===== src/ppfc_pkg.sv =====
// Shared constants and types for the port pin function control block
package ppfc_pkg;

  ////////////////////////////////////////////////////////////////////////
  // Oscillator and machine cycle timing
  localparam int         OSC_PER_MC    = 12;
  localparam int         RST_HOLD_MC   = 2;
  localparam int         RST_HOLD_CYC  = RST_HOLD_MC * OSC_PER_MC;

  ////////////////////////////////////////////////////////////////////////
  // Phases within a machine cycle (each is one oscillator period)
  localparam logic [3:0] PH_FIRST      = 4'h0;
  localparam logic [3:0] PH_LAST       = 4'hB;
  localparam logic [3:0] PH_ALE_A      = 4'h0;
  localparam logic [3:0] PH_ALE_B      = 4'h6;
  localparam logic [3:0] PH_ADDR_END   = 4'h1;
  localparam logic [3:0] PH_PROG_FETCH_STROBE_ON    = 4'h2;
  localparam logic [3:0] PH_PROG_FETCH_STROBE_OFF   = 4'h4;
  localparam logic [3:0] PH_CODE_SMP   = 4'h5;
  localparam logic [3:0] PH_WDATA_ON   = 4'h2;
  localparam logic [3:0] PH_WDATA_OFF  = 4'hA;
  localparam logic [3:0] PH_XSTB_ON    = 4'h3;
  localparam logic [3:0] PH_XSTB_OFF   = 4'h9;
  localparam logic [3:0] PH_RD_SMP     = 4'hB;

  ////////////////////////////////////////////////////////////////////////
  // Address map figures
  localparam logic [15:0] INT_ROM_LIMIT   = 16'h1000;
  localparam int          SFR_SEL_BIT     = 7;

  ////////////////////////////////////////////////////////////////////////
  // Port bit positions
  localparam int P1_RTS_BIT  = 6;
  localparam int P1_CTS_BIT  = 7;
  localparam int P3_DIR_BIT  = 0;
  localparam int P3_DATA_BIT = 1;
  localparam int P3_IRQ0_BIT = 2;
  localparam int P3_IRQ1_BIT = 3;
  localparam int P3_CNT0_BIT = 4;
  localparam int P3_CNT1_BIT = 5;
  localparam int P3_WR_BIT   = 6;
  localparam int P3_RD_BIT   = 7;

  ////////////////////////////////////////////////////////////////////////
  // Link configurations and reset values
  localparam logic [1:0] LINK_MODE_PTP   = 2'h0;
  localparam logic [1:0] LINK_MODE_MULTI = 2'h1;
  localparam logic [1:0] LINK_MODE_LOOP  = 2'h2;
  localparam logic [7:0] BYTE_ZERO       = 8'h00;
  localparam logic [7:0] BYTE_ONES       = 8'hFF;
  localparam logic [32:0] PIN_SYNC_RST   = 33'h1FFFFFFFF;

  typedef enum logic {BUS_FETCH, BUS_XDATA} ppfc_bus_st_t;

endpackage : ppfc_pkg


===== src/ppfc_sync.sv =====
// Two-stage synchroniser for pins entering the oscillator domain
`timescale 1ns/1ps
module ppfc_sync #(
  parameter int         W       = 1,
  parameter logic [W-1:0] RST_VAL = '0
) (
  // Clock and reset
  input  wire logic         core_clk_in,
  input  wire logic         sys_rst_in,
  // Data
  input  wire logic [W-1:0] d_in,
  output logic      [W-1:0] q_out
);

  logic [W-1:0] meta_r;

  ////////////////////////////////////////////////////////////////////////
  // First stage feeds only the second; reset loads RST_VAL into both stages
  always_ff @(posedge core_clk_in) begin
    if (sys_rst_in) begin
      meta_r <= RST_VAL;
      q_out  <= RST_VAL;
    end else begin
      meta_r <= d_in;
      q_out  <= meta_r;
    end
  end

endmodule // ppfc_sync


===== src/ppfc_top.sv =====
// Pin multiplexing, external bus strobes and link pin steering
`timescale 1ns/1ps
// Contract
// RQ1: port zero carries low address then data
// RQ2: port two drives high address externally
// RQ3: port1_bit6 drives request-to-send low when ready
// RQ4: station pulls port1_bit7 low when clear
// RQ5: software sets port three latch first
// RQ6: port3_bit0 gives direction, or receive data
// RQ7: port3_bit1 is link data or transmit
// RQ8: zero in transmit latch selects diagnostics
// RQ9: bits two, three: interrupts or gates
// RQ10: bits four, five: counter or link clock
// RQ11: write and read strobes on port three
// RQ12: reset held high two machine cycles
// RQ13: address latch every six periods, skip data
// RQ14: fetch strobe external only, high internal
// RQ15: select pin and 4096 limit choose fetch
// RQ16: port3_bit0 and port3_bit1 have no latch
// RQ17: link takes port one pins when invoked
// RQ18: link runs beside CPU without stalls
// RQ19: 256 byte RAM plus 128 byte registers
// RQ20: phase counter restarts at reset
module ppfc_top
  import ppfc_pkg::*;
(
  // Clock and reset
  input  wire logic        core_clk_in,
  input  wire logic        sys_rst_in,
  // Pins in
  input  wire logic [7:0]  p0_pin_in,
  input  wire logic [7:0]  p1_pin_in,
  input  wire logic [7:0]  p2_pin_in,
  input  wire logic [7:0]  p3_pin_in,
  input  wire logic        external_fetch_select_in,
  // Pins out
  output logic      [7:0]  p0_out,
  output logic      [7:0]  p0_oe_out,
  output logic      [7:0]  p1_out,
  output logic      [7:0]  p1_oe_out,
  output logic      [7:0]  p2_out,
  output logic      [7:0]  p2_oe_out,
  output logic      [7:0]  p3_out,
  output logic      [7:0]  p3_oe_out,
  output logic             addr_latch_strobe_out,
  output logic             prog_fetch_strobe_n_out,
  // Port latches and readback
  input  wire logic [7:0]  p0_latch_in,
  input  wire logic [7:0]  p1_latch_in,
  input  wire logic [7:0]  p2_latch_in,
  input  wire logic [7:0]  p3_latch_in,
  output logic      [32:0] pins_read_out,
  // Program fetch
  input  wire logic [15:0] pc_in,
  output logic             code_valid_out,
  output logic      [7:0]  code_data_out,
  // External data access
  input  wire logic        xdata_req_in,
  input  wire logic        xdata_we_in,
  input  wire logic [15:0] xdata_addr_in,
  input  wire logic [7:0]  xdata_wdata_in,
  output logic             xdata_busy_out,
  output logic             xdata_done_out,
  output logic      [7:0]  xdata_rdata_out,
  // Serial link controller side
  input  wire logic        link_enable_in,
  input  wire logic [1:0]  link_mode_in,
  input  wire logic        link_tx_ready_in,
  input  wire logic        link_tx_en_in,
  input  wire logic        link_tx_data_in,
  input  wire logic        serial_clk_ext_in,
  output logic             link_rx_data_out,
  output logic             link_cts_out,
  output logic             link_clk_rise_out,
  output logic             diag_mode_out,
  // Interrupt and counter inputs
  output logic             ext_irq_zero_out,
  output logic             ext_irq_one_out,
  output logic             counter_zero_input_out,
  output logic             counter_one_input_out,
  // Internal data space decode
  input  wire logic [7:0]  idata_addr_in,
  input  wire logic        idata_direct_in,
  output logic             idata_ram_sel_out,
  output logic             idata_sfr_sel_out
);

  ////////////////////////////////////////////////////////////////////////
  // Pin synchronisation
  logic [32:0] pin_s;
  logic [7:0]  p0_s, p1_s, p3_s;
  logic        ea_s;

  ppfc_sync #(.W(33), .RST_VAL(PIN_SYNC_RST)) u_sync (
    .core_clk_in (core_clk_in),
    .sys_rst_in  (sys_rst_in),
    .d_in        ({external_fetch_select_in, p3_pin_in, p2_pin_in, p1_pin_in, p0_pin_in}),
    .q_out       (pin_s)
  );

  // Readback comes straight off the second sync stage
  assign pins_read_out = pin_s;
  assign p0_s          = pin_s[7:0];
  assign p1_s          = pin_s[15:8];
  assign p3_s          = pin_s[31:24];
  assign ea_s          = pin_s[32];

  ////////////////////////////////////////////////////////////////////////
  // Machine cycle sequencer
  ppfc_bus_st_t bus_st_r, bus_st_nxt;
  logic [3:0]   phase_r, phase_nxt;
  logic [15:0]  fetch_addr_r, fetch_addr_nxt;
  logic         ext_fetch_r, ext_fetch_nxt;
  logic         pend_r, pend_nxt;
  logic         pend_we_r, pend_we_nxt;
  logic [15:0]  pend_addr_r, pend_addr_nxt;
  logic [7:0]   pend_wdata_r, pend_wdata_nxt;
  logic         act_we_r, act_we_nxt;
  logic [15:0]  act_addr_r, act_addr_nxt;
  logic [7:0]   act_wdata_r, act_wdata_nxt;

  // Bus owner and access kind change only at a cycle boundary
  always_comb begin
    phase_nxt      = (phase_r == PH_LAST) ? PH_FIRST : phase_r + 4'h1;
    bus_st_nxt     = bus_st_r;
    fetch_addr_nxt = fetch_addr_r;
    ext_fetch_nxt  = ext_fetch_r;
    pend_nxt       = pend_r;
    pend_we_nxt    = pend_we_r;
    pend_addr_nxt  = pend_addr_r;
    pend_wdata_nxt = pend_wdata_r;
    act_we_nxt     = act_we_r;
    act_addr_nxt   = act_addr_r;
    act_wdata_nxt  = act_wdata_r;
    // One request is held; more are refused while busy
    if (xdata_req_in && !xdata_busy_out) begin
      pend_nxt       = 1'b1;
      pend_we_nxt    = xdata_we_in;
      pend_addr_nxt  = xdata_addr_in;
      pend_wdata_nxt = xdata_wdata_in;
    end
    if (phase_r == PH_LAST) begin
      if (pend_r) begin
        bus_st_nxt    = BUS_XDATA;
        ext_fetch_nxt = 1'b0;
        act_we_nxt    = pend_we_r;
        act_addr_nxt  = pend_addr_r;
        act_wdata_nxt = pend_wdata_r;
        pend_nxt      = 1'b0;
      end else begin
        bus_st_nxt     = BUS_FETCH;
        fetch_addr_nxt = pc_in;
        // RQ15: internal below limit when select high
        ext_fetch_nxt  = !ea_s || (pc_in >= INT_ROM_LIMIT);
      end
    end
  end

  // RQ20: known phase after reset
  always_ff @(posedge core_clk_in) begin
    if (sys_rst_in) begin
      bus_st_r     <= BUS_FETCH;
      phase_r      <= PH_FIRST;
      fetch_addr_r <= 16'h0000;
      ext_fetch_r  <= 1'b0;
      pend_r       <= 1'b0;
      pend_we_r    <= 1'b0;
      pend_addr_r  <= 16'h0000;
      pend_wdata_r <= BYTE_ZERO;
      act_we_r     <= 1'b0;
      act_addr_r   <= 16'h0000;
      act_wdata_r  <= BYTE_ZERO;
    end else begin
      bus_st_r     <= bus_st_nxt;
      phase_r      <= phase_nxt;
      fetch_addr_r <= fetch_addr_nxt;
      ext_fetch_r  <= ext_fetch_nxt;
      pend_r       <= pend_nxt;
      pend_we_r    <= pend_we_nxt;
      pend_addr_r  <= pend_addr_nxt;
      pend_wdata_r <= pend_wdata_nxt;
      act_we_r     <= act_we_nxt;
      act_addr_r   <= act_addr_nxt;
      act_wdata_r  <= act_wdata_nxt;
    end
  end

  ////////////////////////////////////////////////////////////////////////
  // Pin and strobe output computation
  logic [7:0]  p0_nxt, p0_oe_nxt, p1_nxt, p1_oe_nxt, p2_nxt, p2_oe_nxt, p3_nxt, p3_oe_nxt;
  logic        ale_nxt, prog_fetch_strobe_n_nxt, code_valid_nxt, busy_nxt, done_nxt;
  logic [7:0]  code_data_nxt, rdata_nxt;
  logic        rx_nxt, cts_nxt, clk_lvl_nxt, clk_rise_nxt, diag_nxt;
  logic        irq0_nxt, irq1_nxt, cnt0_nxt, cnt1_nxt, ram_sel_nxt, sfr_sel_nxt;
  logic        clk_lvl_r;
  logic        bus_ext, xdata_mc, non_loop, link_own;
  logic [3:0]  ph6;
  logic [15:0] bus_addr;

  always_comb begin
    xdata_mc = (bus_st_r == BUS_XDATA);
    bus_ext  = ext_fetch_r || xdata_mc;
    ph6      = (phase_r >= PH_ALE_B) ? phase_r - PH_ALE_B : phase_r;
    bus_addr = xdata_mc ? act_addr_r : ((phase_r < PH_ALE_B) ? fetch_addr_r : fetch_addr_r + 16'h0001);
    diag_nxt = !p3_latch_in[P3_DATA_BIT];
    non_loop = (link_mode_in != LINK_MODE_LOOP) && !diag_nxt;
    // RQ17: port one pins go to the link
    link_own = link_enable_in && non_loop;
    // RQ13: address latch cadence, data cycle skips second
    ale_nxt  = (phase_r == PH_ALE_A) || ((phase_r == PH_ALE_B) && !xdata_mc);
    // RQ14: fetch strobe only on external fetch
    prog_fetch_strobe_n_nxt = !(ext_fetch_r && !xdata_mc && (ph6 >= PH_PROG_FETCH_STROBE_ON) && (ph6 <= PH_PROG_FETCH_STROBE_OFF));
    code_valid_nxt = ext_fetch_r && !xdata_mc && (ph6 == PH_CODE_SMP);
    code_data_nxt  = code_valid_nxt ? p0_s : code_data_out;
    done_nxt       = xdata_mc && (phase_r == PH_RD_SMP);
    rdata_nxt      = (done_nxt && !act_we_r) ? p0_s : xdata_rdata_out;
    busy_nxt       = pend_nxt || (bus_st_nxt == BUS_XDATA);
    // RQ1: address byte first, then data byte
    p0_nxt    = BYTE_ZERO;
    p0_oe_nxt = ~p0_latch_in;
    if (bus_ext) begin
      p0_oe_nxt = BYTE_ZERO;
      if (xdata_mc ? (phase_r <= PH_ADDR_END) : (ph6 <= PH_ADDR_END)) begin
        p0_nxt    = bus_addr[7:0];
        p0_oe_nxt = BYTE_ONES;
      end else if (xdata_mc && act_we_r && (phase_r >= PH_WDATA_ON) && (phase_r <= PH_WDATA_OFF)) begin
        p0_nxt    = act_wdata_r;
        p0_oe_nxt = BYTE_ONES;
      end
    end
    // RQ2: high address during external access, quasi port otherwise
    p2_nxt    = bus_ext ? bus_addr[15:8] : BYTE_ZERO;
    p2_oe_nxt = bus_ext ? BYTE_ONES : ~p2_latch_in;
    // Quasi ports: zero latch pulls low, pull-up gives one
    p1_nxt    = BYTE_ZERO;
    p1_oe_nxt = ~p1_latch_in;
    if (link_own) begin
      // RQ3: request-to-send pulled low while ready
      p1_oe_nxt[P1_RTS_BIT] = link_tx_ready_in;
      p1_oe_nxt[P1_CTS_BIT] = 1'b0;
    end
    p3_nxt    = BYTE_ZERO;
    p3_oe_nxt = ~p3_latch_in;
    // RQ16: no latch drive on the two link pins
    p3_oe_nxt[P3_DIR_BIT]  = 1'b0;
    p3_oe_nxt[P3_DATA_BIT] = 1'b0;
    if (link_enable_in) begin
      if (non_loop) begin
        // RQ6: direction pin follows transmit enable
        p3_nxt[P3_DIR_BIT]     = link_tx_en_in;
        p3_oe_nxt[P3_DIR_BIT]  = 1'b1;
        // RQ7: shared data line driven only when sending
        p3_nxt[P3_DATA_BIT]    = link_tx_data_in;
        p3_oe_nxt[P3_DATA_BIT] = link_tx_en_in;
      end else begin
        // RQ7: loop and diagnostics transmit on data pin
        p3_nxt[P3_DATA_BIT]    = link_tx_data_in;
        p3_oe_nxt[P3_DATA_BIT] = 1'b1;
      end
    end
    // RQ11: strobes low through the data window
    if (xdata_mc && (phase_r >= PH_XSTB_ON) && (phase_r <= PH_XSTB_OFF)) begin
      if (act_we_r) begin
        p3_oe_nxt[P3_WR_BIT] = 1'b1;
      end else begin
        p3_oe_nxt[P3_RD_BIT] = 1'b1;
      end
    end
    // RQ6: receive data from direction pin in loop modes
    rx_nxt  = non_loop ? p3_s[P3_DATA_BIT] : p3_s[P3_DIR_BIT];
    // RQ4: active-low clear from the station
    cts_nxt = link_own && !p1_s[P1_CTS_BIT];
    // RQ9: a zero latch holds the pin low and so blocks it
    irq0_nxt = p3_s[P3_IRQ0_BIT] && p3_latch_in[P3_IRQ0_BIT];
    irq1_nxt = p3_s[P3_IRQ1_BIT] && p3_latch_in[P3_IRQ1_BIT];
    // RQ10: counter one input and link clock share bit five; counter zero has bit four
    cnt0_nxt    = p3_s[P3_CNT0_BIT] && p3_latch_in[P3_CNT0_BIT];
    cnt1_nxt    = p3_s[P3_CNT1_BIT] && p3_latch_in[P3_CNT1_BIT] && !serial_clk_ext_in;
    clk_lvl_nxt = p3_s[P3_CNT1_BIT] && p3_latch_in[P3_CNT1_BIT] && serial_clk_ext_in;
    // RQ18: edge finder is free of the fetch sequencer
    clk_rise_nxt = clk_lvl_nxt && !clk_lvl_r;
    // RQ19: direct upper half selects the register space
    sfr_sel_nxt = idata_direct_in && idata_addr_in[SFR_SEL_BIT];
    ram_sel_nxt = !sfr_sel_nxt;
  end

  // RQ12: synchronous reset parks every pin
  always_ff @(posedge core_clk_in) begin
    if (sys_rst_in) begin
      p0_out <= BYTE_ZERO; p0_oe_out <= BYTE_ZERO;
      p1_out <= BYTE_ZERO; p1_oe_out <= BYTE_ZERO;
      p2_out <= BYTE_ZERO; p2_oe_out <= BYTE_ZERO;
      p3_out <= BYTE_ZERO; p3_oe_out <= BYTE_ZERO;
      addr_latch_strobe_out   <= 1'b0;
      prog_fetch_strobe_n_out <= 1'b1;
      code_valid_out <= 1'b0;         code_data_out   <= BYTE_ZERO;
      xdata_busy_out <= 1'b0;         xdata_done_out  <= 1'b0;
      xdata_rdata_out <= BYTE_ZERO;   link_rx_data_out <= 1'b1;
      link_cts_out <= 1'b0;           link_clk_rise_out <= 1'b0;
      clk_lvl_r <= 1'b0;              diag_mode_out <= 1'b0;
      ext_irq_zero_out <= 1'b0;       ext_irq_one_out <= 1'b0;
      counter_zero_input_out <= 1'b0; counter_one_input_out <= 1'b0;
      idata_ram_sel_out <= 1'b1;      idata_sfr_sel_out <= 1'b0;
    end else begin
      p0_out <= p0_nxt; p0_oe_out <= p0_oe_nxt;
      p1_out <= p1_nxt; p1_oe_out <= p1_oe_nxt;
      p2_out <= p2_nxt; p2_oe_out <= p2_oe_nxt;
      p3_out <= p3_nxt; p3_oe_out <= p3_oe_nxt;
      addr_latch_strobe_out   <= ale_nxt;
      prog_fetch_strobe_n_out <= prog_fetch_strobe_n_nxt;
      code_valid_out <= code_valid_nxt; code_data_out  <= code_data_nxt;
      xdata_busy_out <= busy_nxt;     xdata_done_out  <= done_nxt;
      xdata_rdata_out <= rdata_nxt;   link_rx_data_out <= rx_nxt;
      link_cts_out <= cts_nxt;        link_clk_rise_out <= clk_rise_nxt;
      clk_lvl_r <= clk_lvl_nxt;       diag_mode_out <= diag_nxt;
      ext_irq_zero_out <= irq0_nxt;   ext_irq_one_out <= irq1_nxt;
      counter_zero_input_out <= cnt0_nxt; counter_one_input_out <= cnt1_nxt;
      idata_ram_sel_out <= ram_sel_nxt; idata_sfr_sel_out <= sfr_sel_nxt;
    end
  end

  ////////////////////////////////////////////////////////////////////////
  // Checks
  a_phase_wrap: assert property (@(posedge core_clk_in) disable iff (sys_rst_in) // RQ20
    (phase_r == PH_LAST) |=> (phase_r == PH_FIRST) ##6 (phase_r == PH_ALE_B))
    else $error("phase counter does not wrap every twelve periods");
  a_reset_park: assert property (@(posedge core_clk_in) // RQ12
    sys_rst_in |=> (phase_r == PH_FIRST) && prog_fetch_strobe_n_out && !addr_latch_strobe_out && (p0_oe_out == BYTE_ZERO))
    else $error("reset did not park strobes and port zero");
  a_ale_cadence: assert property (@(posedge core_clk_in) disable iff (sys_rst_in) // RQ13
    (phase_r == 4'h1) |-> addr_latch_strobe_out ##6 (addr_latch_strobe_out == (bus_st_r == BUS_FETCH)))
    else $error("address latch strobe cadence wrong");
  a_prog_fetch_strobe_internal: assert property (@(posedge core_clk_in) disable iff (sys_rst_in) // RQ14
    (!ext_fetch_r && (phase_r != PH_FIRST)) |-> prog_fetch_strobe_n_out)
    else $error("fetch strobe active without external fetch");
  a_prog_fetch_strobe_window: assert property (@(posedge core_clk_in) disable iff (sys_rst_in) // RQ14
    (ext_fetch_r && (phase_r == 4'h3)) |-> !prog_fetch_strobe_n_out [*3] ##1 prog_fetch_strobe_n_out)
    else $error("fetch strobe low window wrong");
  a_fetch_select: assert property (@(posedge core_clk_in) disable iff (sys_rst_in) // RQ15
    (phase_r == PH_FIRST && bus_st_r == BUS_FETCH) |-> (ext_fetch_r == (!$past(ea_s) || ($past(pc_in) >= INT_ROM_LIMIT))))
    else $error("internal or external fetch choice wrong");
  a_p0_addr_data: assert property (@(posedge core_clk_in) disable iff (sys_rst_in) // RQ1
    (bus_st_r == BUS_XDATA && act_we_r && phase_r == 4'h1) |->
      (p0_oe_out == BYTE_ONES && p0_out == act_addr_r[7:0]) ##4 (p0_out == act_wdata_r))
    else $error("port zero address then data order wrong");
  a_p2_high_addr: assert property (@(posedge core_clk_in) disable iff (sys_rst_in) // RQ2
    (bus_st_r == BUS_XDATA && phase_r == 4'h5) |-> (p2_oe_out == BYTE_ONES && p2_out == act_addr_r[15:8]))
    else $error("port two missing high address");
  a_wr_strobe: assert property (@(posedge core_clk_in) disable iff (sys_rst_in) // RQ11
    (bus_st_r == BUS_XDATA && act_we_r && phase_r == 4'h4) |->
      (p3_oe_out[P3_WR_BIT] && !p3_oe_out[P3_RD_BIT]) [*7] ##1 !p3_oe_out[P3_WR_BIT])
    else $error("write strobe window wrong");
  a_rts_drive: assert property (@(posedge core_clk_in) disable iff (sys_rst_in) // RQ3
    $past(link_own) |-> (p1_oe_out[P1_RTS_BIT] == $past(link_tx_ready_in)))
    else $error("request-to-send pin does not follow ready");
  a_dir_pin: assert property (@(posedge core_clk_in) disable iff (sys_rst_in) // RQ6
    $past(link_own) |-> (p3_oe_out[P3_DIR_BIT] && p3_out[P3_DIR_BIT] == $past(link_tx_en_in)))
    else $error("direction pin does not follow transmit enable");
  a_diag_mode: assert property (@(posedge core_clk_in) disable iff (sys_rst_in) // RQ8
    ##1 (diag_mode_out == !$past(p3_latch_in[P3_DATA_BIT])))
    else $error("diagnostic mode does not follow transmit latch");
  a_link_rise: assert property (@(posedge core_clk_in) disable iff (sys_rst_in) // RQ18
    link_clk_rise_out |=> !link_clk_rise_out)
    else $error("link clock edge pulse longer than one cycle");

endmodule // ppfc_top


===== config.mk =====
export PLATFORM = sky130hd
export DESIGN_NAME = ppfc_top
export DESIGN_NICKNAME = d
export VERILOG_FILES = /design/src/ppfc_pkg.sv /design/src/ppfc_sync.sv /design/src/ppfc_top.sv
export SDC_FILE = /design/constraint.sdc
export NUM_CORES = 1
export LEC_CHECK = 0
export ABC_AREA = 1
export BUFFER_PORTS_ARGS = -buffer_cell sky130_fd_sc_hd__buf_2
export CAP_MARGIN = 20
export CORE_UTILIZATION = 45
export DETAILED_ROUTE_END_ITERATION = 10
export GPL_TIMING_DRIVEN = 0
export PLACE_DENSITY = 0.72
export SLEW_MARGIN = 30
export SYNTH_ARGS = -nofsm -noshare
export SYNTH_HDL_FRONTEND = slang
export SYNTH_SLANG_ARGS = --single-unit

===== constraint.sdc =====
create_clock -name core_clk_in -period 3.72 [get_ports core_clk_in]
set_input_delay 0.558 -clock core_clk_in [delete_from_list [all_inputs] [get_ports core_clk_in]]
set_output_delay 0.558 -clock core_clk_in [all_outputs]
set_load 0.01 [all_outputs]

==> out/metrics.yaml, run 1 <==
global_route:
  grt_pass1_vias: 6443
  grt_max_degree: 14
  grt_util_all_layers_pct: 22.2
  antenna_found_initial: 0
  overflow: 0
  grt_pass1_wl_mm: 31.6
sta:
  final_max_slew_viol_count: 0
  rsz0062_at_grt: "false"
  timing.final.crit_share_pct: 59.9
  fmax_mhz: 449
  post-route-min-period_ns: 2.23
  hold_viol_final: 0
  tightest_slew_ns: 0.528
  final.setup.tns_ns: 0
  fin_worst_skew_ns: 0.0121
  maxSlewHeadroom_pct: 64.6
  setup_ws_ns: 1.49
  final-setup-viol-count: 0
worst_setup_path:
  critPathBufInv: 1
  cp.depth: 7
  crit_end: "p0_oe_out[2]"
  crit_family: "simple AND/OR/NAND/NOR gates"
  cp_cell_sequence: "inv_1, ha_1, or2_2, nand3_1, nand3_2, nand2_2, a21oi_1"
  path_class: "flop to flop"
  crit_required_ns: 4.08
  crit_arrival_ns: 2.59
  r2r_setup_slack_ns: 1.49
  crit_path_max_fanout: 10
  endpoint_kind: "flop"
  r2r_cells: 7
  cpMaxStageDelayCell: "dfxtp_1"
  crit_path_start_kind: "flop"
  slowest_delay_ns: 0.58
  r2r-start: "phase_r[1]"
  reg2reg_to: "p0_oe_out[2]"
  startpoint: "phase_r[1]"
detailed_routing:
  drc_errors: 0
  drtIter0Drc: 243
  wire_per_inst_um: 14.0
  wl_mm: 19.7
  vias: 6659
  postRouteAntennaNets: 0
  first_pass_iters: 5
  via_per_inst: 4.72
pwr:
  cellPowerDensity_mw_per_mm2: 511
  p_leak_uw: 0.00470
  ir_drop_mv: 0.408
logic_synthesis:
  ys_ff_latch: 221
  synthCells: 908
  syn_area_mm2: 0.00775
  synth_edf_count: 0
  synth-async-reset-ratio_pct: 0
  synth_ff_type: "dfxtp_1"
  synth.distinct_cells: 40
  syn_avg_cell_area_um2: 8.54
  seq_area_frac_synth_pct: 57.1
  yosys_warnings: 0
clocking:
  cts_tree: "done"
  root_buffer: "clkbuf_16"
  cts.sinks: 221
  cts.htree.levels: 1
  post-cts-setup-buffer-count: 0
  post_cts_resized: 0
  ctsHoldBuffers: 0
  clock_path_buffers: 3
  clk_pin_slew_ns: 0.06
  numCtsBuffers: 23
  clkLatencyLatePin_ns: 0.51
floorplanning:
  dieArea_mm2: 0.0178
  rows: 47
  core_mm2: 0.0167
  die_w_um: 133
  die-height_um: 133
  initial_core_util_pct: 46.4
  io-pin-count: 253
layout:
  antenna_cells: 0
  final_nets: 1307
  final_area_mm2: 0.00995
  fillers: 1538
  synthToLayoutAreaGrowth_pct: 28.4
  drive_gt1_share_pct: 32.6
placed_design:
  placed_cell_area_mm2: 0.00923
  dp_slack_ns: 1.34
  hpwl_mm: 14.7
  gp_congestion: 0.879
  port_buffers: 230
job:
  drv_cap: 0
min_path:
  min_path_type: "primary input to flop"
status:
  status: "finished, final reports clean"
## worst register-to-register path: stages (launching register included)
cell	delay (ns)
dfxtp_1	0.58
inv_1	0.18
ha_1	0.24
or2_2	0.28
nand3_1	0.33
nand3_2	0.17
nand2_2	0.20
a21oi_1	0.09
## flip-flops by register name, indices dropped and copies added (netlist names), 2 cells and up
register         cells
u_sync.meta_r       33
u_sync.q_out        33
act_addr_r          16
fetch_addr_r        16
pend_addr_r         16
act_wdata_r          8
code_data_out        8
p0_oe_out            8
p0_out               8
p1_oe_out            8
p2_oe_out            8
p2_out               8
p3_oe_out            8
pend_wdata_r         8
xdata_rdata_out      8
phase_r              4
p3_out               2
## synth_stat cells (all sizes together) (2+ instances only)
library cell  number  area [µm²]
nand4              7        58.8
ha                 6        75.1
nor2             162         623
a211oi             3        22.5
nand2             93         362
o22ai              2        18.8
xor2               2        17.5
o21ai             87         435
buf               27         183
nand3             38         205
inv               74         278
o31ai              2        15.0
xnor2              3        26.3
nor3               8        45.0
dfxtp            221        4420
clkbuf            26         108
or2               76         475
a21oi             64         335
## final cells by class
| type | instances | area, µm² | area share [%] |
|---|---|---|---|
| Clock buffer | 31 | 646 | 6.49 |
| Timing Repair Buffer | 230 | 1150 | 11.6 |
| Multi-Input combinational cell | 572 | 2800 | 28.2 |
| Inverter | 75 | 282 | 2.83 |
| Sequential cell | 221 | 4420 | 44.5 |
| Clock inverter | 9 | 76.3 | 0.767 |
| Buffer | 53 | 290 | 2.92 |
| Tap cell | 220 | 275 | 2.77 |
## per-layer routing
layer | share of wire, % | global-route usage, %
met1 | 43 | 27.6
met2 | 46 | 37.0
met3 | 7.7 | 6.05
met4 | 3.0 | 7.89
met5 | 0 | 0
## metrics by stage
step           hold slack, ns  cells  power (µW)  util (%)
2_1_floorplan           0.374    921        2780         -
6_report                0.192   1411        5090      59.6
3_5_place_dp            0.392   1371        2940      55.2
5_1_grt                 0.177   1411        5280      59.6
3_3_place_gp            0.382   1371        2940      55.2
4_1_cts                 0.179   1411        5120      59.6
## report_power, final
part	internal, µW	switching, µW
Sequential	2460	40.9
Clock	1280	909
Combinational	169	222
Total	3910	1170
## layout by cell type (no fill, tap or decap), types with 14 or more instances in the layout
cell       netlist  routed
clkbuf_16        0      23
a21oi_1         62      62
buf_4           15      15
dfxtp_1        221     221
conb_1           1      14
inv_1           69      69
clkbuf_1        25      29
or2_2           76      76
nand2_1         90      90
nand3_1         35      35
o21ai_0         87      87
buf_2            8     238
nor2_1         158     158
## worst min path at each step
stage                            from                 to  slack, ns  cells past startpoint
floorplan                   clk_lvl_r  link_clk_rise_out       0.37                      1
global placement            clk_lvl_r  link_clk_rise_out       0.38                      1
detailed placement  u_sync.meta_r[14]   u_sync.q_out[14]       0.39                      1
CTS                    p1_latch_in[0]       p1_oe_out[0]       0.18                      2
global route           p1_latch_in[0]       p1_oe_out[0]       0.18                      2
finish                 p1_latch_in[4]       p1_oe_out[4]       0.19                      2
## cells by family after synthesis
| kind of cell | count (synthesis) | share of synthesized area, % |
|---|---|---|
| simple gates | 386 | 23.0 |
| flops | 221 | 57.1 |
| compound gates | 161 | 10.9 |
| buf+inv | 128 | 7.38 |
| fa+ha+maj | 6 | 0.969 |
| xor+xnor | 5 | 0.565 |
| other cells | 1 | 0.0484 |
Power figures use the tool's default switching activity.
==> run 2: changes to the inputs <==
- ABC_AREA: 1 -> 0
- clock period: 3.72 -> 2.3 ns (I/O delays scaled with it)
==> run 2 against run 1 <==
  * Final area is 5.2% higher
  * Largest cell class unchanged
  * Highest routed layer unchanged
  * Cell count down 2.8%
  * Setup slack worse by 1.3 ns
  * Largest power group unchanged
  * Sequential power up 60%
==> out/metrics.yaml, run 2 <==
placed_design:
  port_buffers: 229  # -0.43%
  dp_cells: 1289  # -6.0%
  hpwl_mm: 14.4  # -2.0%
  gp_congestion: 0.865  # -1.6%
worst_setup_path:
  crit_family: "compound AO/OA/AOI/OAI gates"
  endpoint_kind: "flop"
  r2r_setup_slack_ns: 0.16  # -1.34 ns
  crit_required_ns: 2.74  # -1.34 ns
  crit_arrival_ns: 2.58  # about the same
  r2r-start: "phase_r[2]"
  r2r_cells: 8  # +1
  crit_path_start_kind: "flop"
  cp_cell_sequence: "buf_6, inv_2, ha_1, nand2b_1, a2111o_1, a211oi_2, buf_4, mux2i_1"
  slowest_delay_ns: 0.40  # -0.18 ns
  reg2reg_to: "code_data_out[2]"
  crit_path_max_fanout: 10  # unchanged
  critPathBufInv: 3  # +2
  cpMaxStageDelayCell: "a2111o_1"
  path_class: "flop to flop"
layout:
  layout_common_cells: "buf_2 (236), dfxtp_1 (219), nand2_1 (167)"
  synthToLayoutAreaGrowth_pct: 34.6
  drive_gt1_share_pct: 32.7  # +0.15 points
  layout_commonest_cell: "buf_2"
  antenna_cells: 0  # unchanged
  seq_area_mm2: 0.00443  # +0.11%
  fin_util_pct: 62.7  # +3.1 points
  final_nets: 1268  # -3.0%
  final_cells: 1372  # -2.8%
  top_regs: "u_sync.meta_r: 33 flops, u_sync.q_out: 33 flops"
  fillers: 1436  # -6.6%
  multiInputGateArea_mm2: 0.00306  # +9.2%
global_route:
  grt_pass1_vias: 6283  # -2.5%
  grt_util_all_layers_pct: 22.3  # +0.090 points
  antenna_found_initial: 0  # unchanged
  grt_max_degree: 14  # unchanged
  overflow: 0  # unchanged
  grt_pass1_wl_mm: 31.6  # -0.20%
logic_synthesis:
  synth_commonest_cells: "dfxtp_1 (221), nand2_1 (167), a21oi_1 (82)"
  synth.top_cell.area_share_pct: 56.9  # -0.18 points
  ys_ff_latch: 221  # unchanged
  synth-async-reset-ratio_pct: 0  # unchanged
  synth_top_area_cell: "dfxtp_1"
  syn_area_mm2: 0.00777  # +0.32%
  synthCells: 827  # -8.9%
  yosysMostFrequentCell: "dfxtp_1"
  syn_avg_cell_area_um2: 9.40  # +10%
  synth_ff_type: "dfxtp_1"
  seq_area_frac_synth_pct: 56.9  # -0.18 points
  yosys_warnings: 0  # unchanged
  synth_edf_count: 0  # unchanged
  synth.distinct_cells: 62  # +55%
  synthTopCellsByArea: "dfxtp_1 (57%), nand2_1 (8.1%), a21oi_1 (5.3%)"
floorplanning:
  die-height_um: 133  # +0.16%
  die_w_um: 133  # +0.16%
  core_mm2: 0.0167  # unchanged
  io-pin-count: 253  # unchanged
  rows: 47  # unchanged
  initial_core_util_pct: 46.6  # +0.15 points
  dieArea_mm2: 0.0178  # +0.32%
min_path:
  min_path_type: "primary input to flop"
  hold_path_end: "u_sync.meta_r[29]"
  hold_start: "p3_pin_in[5]"
  holdPathStages: 2  # unchanged
detailed_routing:
  wire_per_inst_um: 14.9  # +6.8%
  via_per_inst: 4.89  # +3.6%
  drc_errors: 0  # unchanged
  wl_mm: 20.4  # +3.9%
  vias: 6706  # +0.71%
  drtIter0Drc: 396  # +63%
  first_pass_iters: 5  # unchanged
  postRouteAntennaNets: 0  # unchanged
pwr:
  ir_drop_mv: 0.581  # +42%
  cellPowerDensity_mw_per_mm2: 796  # +56%
  p_total_uw: 8330  # +64%
  p_leak_uw: 0.00443  # -5.8%
clocking:
  clock_path_buffers: 3  # unchanged
  clkLatencyLatePin_ns: 0.52  # about the same
  cts_tree: "done"
  cts.sinks: 221  # unchanged
  cts.htree.levels: 1  # unchanged
  root_buffer: "clkbuf_16"
  numCtsBuffers: 23  # unchanged
  clk_pin_slew_ns: 0.06  # about the same
sta:
  rsz0062_at_grt: "false"
  fmax_mhz: 467  # +4.0%
  final-setup-viol-count: 0  # unchanged
  timing.final.crit_share_pct: 93.1  # +33 points
  fin_worst_skew_ns: 0.00970  # -0.00241 ns
  hold_viol_final: 0  # unchanged
  post-route-min-period_ns: 2.14  # -0.0848 ns
  tightest_slew_ns: 0.813  # +0.285 ns
  maxSlewHeadroom_pct: 45.6  # -19 points
  final_max_slew_viol_count: 0  # unchanged
job:
  drv_cap: 0  # unchanged
status:
  status: "finished, final reports clean"
==> run 2: cell types whose count changed after synthesis, sizes merged, moves of 22 or more <==
| cell | change |
|---|---|
| mux2i | +22 |
| inv | -67 |
| nor2 | -121 |
| o21ai | -79 |
| nand2 | +74 |
==> run 2: how the worst max path moves through the flow <==
stage / start / endpoint / slack [ns] / cells past startpoint
2_1_floorplan: phase_r[2] / code_data_out[0] / 0.13 / 8
3_3_place_gp: phase_r[2] / code_data_out[7] / -0.14 / 8
3_5_place_dp: phase_r[2] / code_data_out[2] / -0.20 / 8
4_1_cts: phase_r[2] / code_data_out[2] / 0.001 / 8
5_1_grt: phase_r[1] / p0_out[7] / 0.004 / 8
6_report: phase_r[2] / code_data_out[2] / 0.16 / 8
==> run 2: routing by layer <==
layer	vias up	routed length [µm]	global-route usage, %
met5	-	0	0
met4	0	654	8.71
met3	47	1430	5.14
met2	246	9700	37.6
met1	3046	8660	27.6
li1	3367	-	-
==> run 2: per-stage QoR <==
step	setup TNS (ns)	setup slack (ns)	hold WS, ns	cell area [µm²]
after detailed placement	-1.57	-0.204	0.380	9250
after CTS	0	0.000991	0.000461	10400
after global placement	-1.15	-0.137	0.372	9250
after floorplan	0	0.133	0.367	7820
after global routing	0	0.00425	0.00579	10500
final	0	0.158	0.00984	10500
==> run 2: kinds of logic (layout without fill, tap and decap cells) <==
kind of cell             Yosys count  count (layout)  synth area share [%]
adder cells (fa/ha/maj)            6               6                 0.966
AO/OA/AOI/OAI                    135             135                  11.2
buffers and inverters             73             385                  4.44
multiplexers                      24              24                  3.12
AND/OR/NAND/NOR                  363             363                  22.9
flip-flops                       221             221                  56.9
other                              1              14                0.0482
XOR/XNOR                           4               4                 0.451
==> run 2: final cells by class <==
| class | count | area share (%) |
|---|---|---|
| flip-flops and latches | 221 | 42.3 |
| multi-input cells | 546 | 29.3 |
| repair buffers | 272 | 15.0 |
| clock buffers | 33 | 6.62 |
| plain buffers | 66 | 3.17 |
| well taps | 220 | 2.63 |
| clock inverters | 7 | 0.741 |
| inverters | 7 | 0.251 |
==> run 2: worst reg2reg max path, stage by stage (launching register included) <==
cell and delay, ns:
dfxtp_4 0.37, buf_6 0.13, inv_2 0.05, ha_1 0.30, nand2b_1 0.15, a2111o_1 0.40
a211oi_2 0.27, buf_4 0.22, mux2i_1 0.19
==> run 2: what timing repair did <==
| item | CTS | global route |
|---|---|---|
| pin swaps | 1 | 2 |
| cloned | 1 | 0 |
| endpoints found under the hold margin | 40 | 1 |
| endpoints found under the setup margin | 9 | 40 |
| setup buffers | 0 | 1 |
| resized for setup | 5 | 11 |
| hold buffers | 40 | 1 |
==> run 2: power by group <==
group          internal, µW  switching (µW)  leakage [µW]
Combinational           300             311       0.00223
Sequential             3960            50.3       0.00181
Clock                  2210            1500      0.000383
==> run 3: changes to the inputs <==
- ABC_AREA: 0 -> 1
- GPL_ROUTABILITY_DRIVEN: not set -> 0
==> run 3 against run 2 <==
  * Core utilization is 0.49 points lower
  * Clock power fell by 5%
  * Routed wire length up 1.6%
  * Count of clock-buffer cells in the layout fell by 2
  * Register-to-register slack improved by 0.07 ns
  * Critical endpoint is now p0_oe_out[6]
  * Setup slack improved by 0.072 ns
  * First-iteration DRC count grew 0.51%
  * Global-route usage up 0.69 points
  * Sequential share of layout area rose by 0.30 points
  * Die area shrank 0.32%
==> out/metrics.yaml, run 3 (synthesized netlist as in run 1, its figures left out) <==
clocking:
  clock_path_buffers: 3  # unchanged
  cts.htree.levels: 1  # unchanged
  root_buffer: "clkbuf_16"
  numCtsBuffers: 23  # unchanged
  cts_tree: "done"
  clkLatencyLatePin_ns: 0.52  # about the same
  clk_pin_slew_ns: 0.06  # about the same
  cts.sinks: 221  # unchanged
placed_design:
  port_buffers: 230  # +0.44%
  hpwl_mm: 14.5  # +1.1%
  dp_slack_ns: 0.0289  # +0.233 ns
sta:
  post-route-min-period_ns: 2.07  # -0.0722 ns
  final.setup.tns_ns: 0  # unchanged
  final_max_slew_viol_count: 0  # unchanged
  whs_ns: 0.0125  # +0.00265 ns
  fmax_mhz: 483  # +3.5%
  rsz0062_at_grt: "false"
  timing.final.crit_share_pct: 90.0  # -3.1 points
  hold_viol_final: 0  # unchanged
  fin_worst_skew_ns: 0.00966  # -0.0000398 ns
  final-setup-viol-count: 0  # unchanged
  tightest_slew_ns: 0.628  # -0.185 ns
  maxSlewHeadroom_pct: 58.1  # +13 points
  setup_ws_ns: 0.230  # +0.0722 ns
worst_setup_path:
  critPathBufInv: 1  # -2
  slowest_delay_ns: 0.46  # +0.06 ns
  cpMaxStageDelayCell: "dfxtp_2"
  path_class: "flop to flop"
  crit_arrival_ns: 2.44  # -0.14 ns
  crit_path_max_fanout: 10  # unchanged
  cp_cell_sequence: "inv_1, ha_1, or2_2, nand3_1, nand3_2, nand2_2, a21oi_1"
  crit_required_ns: 2.67  # -0.07 ns
  endpoint_kind: "flop"
  crit_path_start_kind: "flop"
  crit_family: "simple AND/OR/NAND/NOR gates"
floorplanning:
  core_mm2: 0.0167  # unchanged
  initial_core_util_pct: 46.4  # -0.15 points
  rows: 47  # unchanged
  dieArea_mm2: 0.0178  # -0.32%
  io-pin-count: 253  # unchanged
  die-height_um: 133  # -0.16%
  die_w_um: 133  # -0.16%
pwr:
  seqPwrFrac_pct: 48.9  # +0.8 points
  internal_power_uw: 6310  # -2.5%
  ir_drop_mv: 0.652  # +12%
  combPwrFrac_pct: 8.5  # +1.2 points
  clockPowerShare_pct: 42.6  # -1.9 points
  netSwitchingPower_uw: 1960  # +5.6%
  p_leak_uw: 0.00488  # +10%
  power.share.switching_pct: 23.7  # +1.4 points
  cellPowerDensity_mw_per_mm2: 797  # +0.11%
global_route:
  grt_util_all_layers_pct: 23.0  # +0.69 points
  antenna_found_initial: 1  # +1
  grt_pass1_vias: 6648  # +5.8%
  grt_max_degree: 14  # unchanged
  overflow: 0  # unchanged
  grt_pass1_wl_mm: 32.7  # +3.7%
detailed_routing:
  wire_per_inst_um: 14.3  # -4.1%
  via_per_inst: 4.76  # -2.7%
  vias: 6917  # +3.1%
  drc_errors: 0  # unchanged
  drtIter0Drc: 398  # +0.51%
  postRouteAntennaNets: 0  # unchanged
  first_pass_iters: 5  # unchanged
  wl_mm: 20.8  # +1.6%
layout:
  final_nets: 1351  # +6.5%
  layout_commonest_cell: "buf_2"
  fin_util_pct: 62.2  # -0.49 points
  synthToLayoutAreaGrowth_pct: 34.0
  layout_common_cells: "buf_2 (238), dfxtp_1 (220), nor2_1 (158)"
  top_regs: "u_sync.meta_r: 33 flops, u_sync.q_out: 33 flops"
  drive_gt1_share_pct: 31.5  # -1.3 points
status:
  status: "finished, final reports clean"
min_path:
  min_path_type: "primary input to flop"
job:
  drv_cap: 0  # unchanged
-- run 3: layout make-up --
| cell class | instances | area (µm²) |
|---|---|---|
| antenna | 1 | 2.50 |
| buffer | 53 | 290 |
| clock buffer | 31 | 656 |
| clock inverter | 7 | 58.8 |
| fill | 1448 | 6320 |
| inverter | 75 | 282 |
| multi-input combinational | 572 | 2800 |
| sequential | 221 | 4430 |
| tap | 220 | 275 |
| timing repair buffer | 274 | 1590 |
-- run 3: final timing paths --
kind	start	slack (ns)	endpoint	cells after the start
worst max-delay path	phase_r[1]	0.23	p0_oe_out[6]	7
worst min-delay path	p2_latch_in[6]	0.01	p2_oe_out[6]	2
worst max register to register	phase_r[1]	0.23	p0_oe_out[6]	7
worst min register to register	u_sync.meta_r[15]	0.40	u_sync.q_out[15]	1
-- run 3: power groups by stage --
stage / Clock (µW) / Combinational (µW) / Sequential, µW
4_1_cts: 3580 / 695 / 4050
6_report: 3520 / 702 / 4050
3_3_place_gp: 0 / 622 / 4130
5_1_grt: 3740 / 776 / 4060
2_1_floorplan: 0 / 337 / 4150
3_5_place_dp: 0 / 634 / 4130
-- run 3: per-stage QoR --
| stage | total power [µW] | cell area, µm² | std cells |
|---|---|---|---|
| after floorplan | 4490 | 7800 | 921 |
| after global placement | 4750 | 9230 | 1371 |
| after detailed placement | 4760 | 9230 | 1371 |
| after CTS | 8320 | 10400 | 1453 |
| after global routing | 8580 | 10400 | 1454 |
| final | 8270 | 10400 | 1454 |
-- run 3: repair_timing --
item,in CTS,in global routing
endpoints found under the setup margin,0,10
gates resized for setup,0,1
hold buffers,44,0
setup buffers,0,0
endpoints found under the hold margin,44,0
-- run 3: layer usage --
layer	part of all wire, %	global-route usage [%]
met4	3.5	8.96
met2	47	38.8
met5	0	0
met3	7.6	6.16
met1	42	28.0
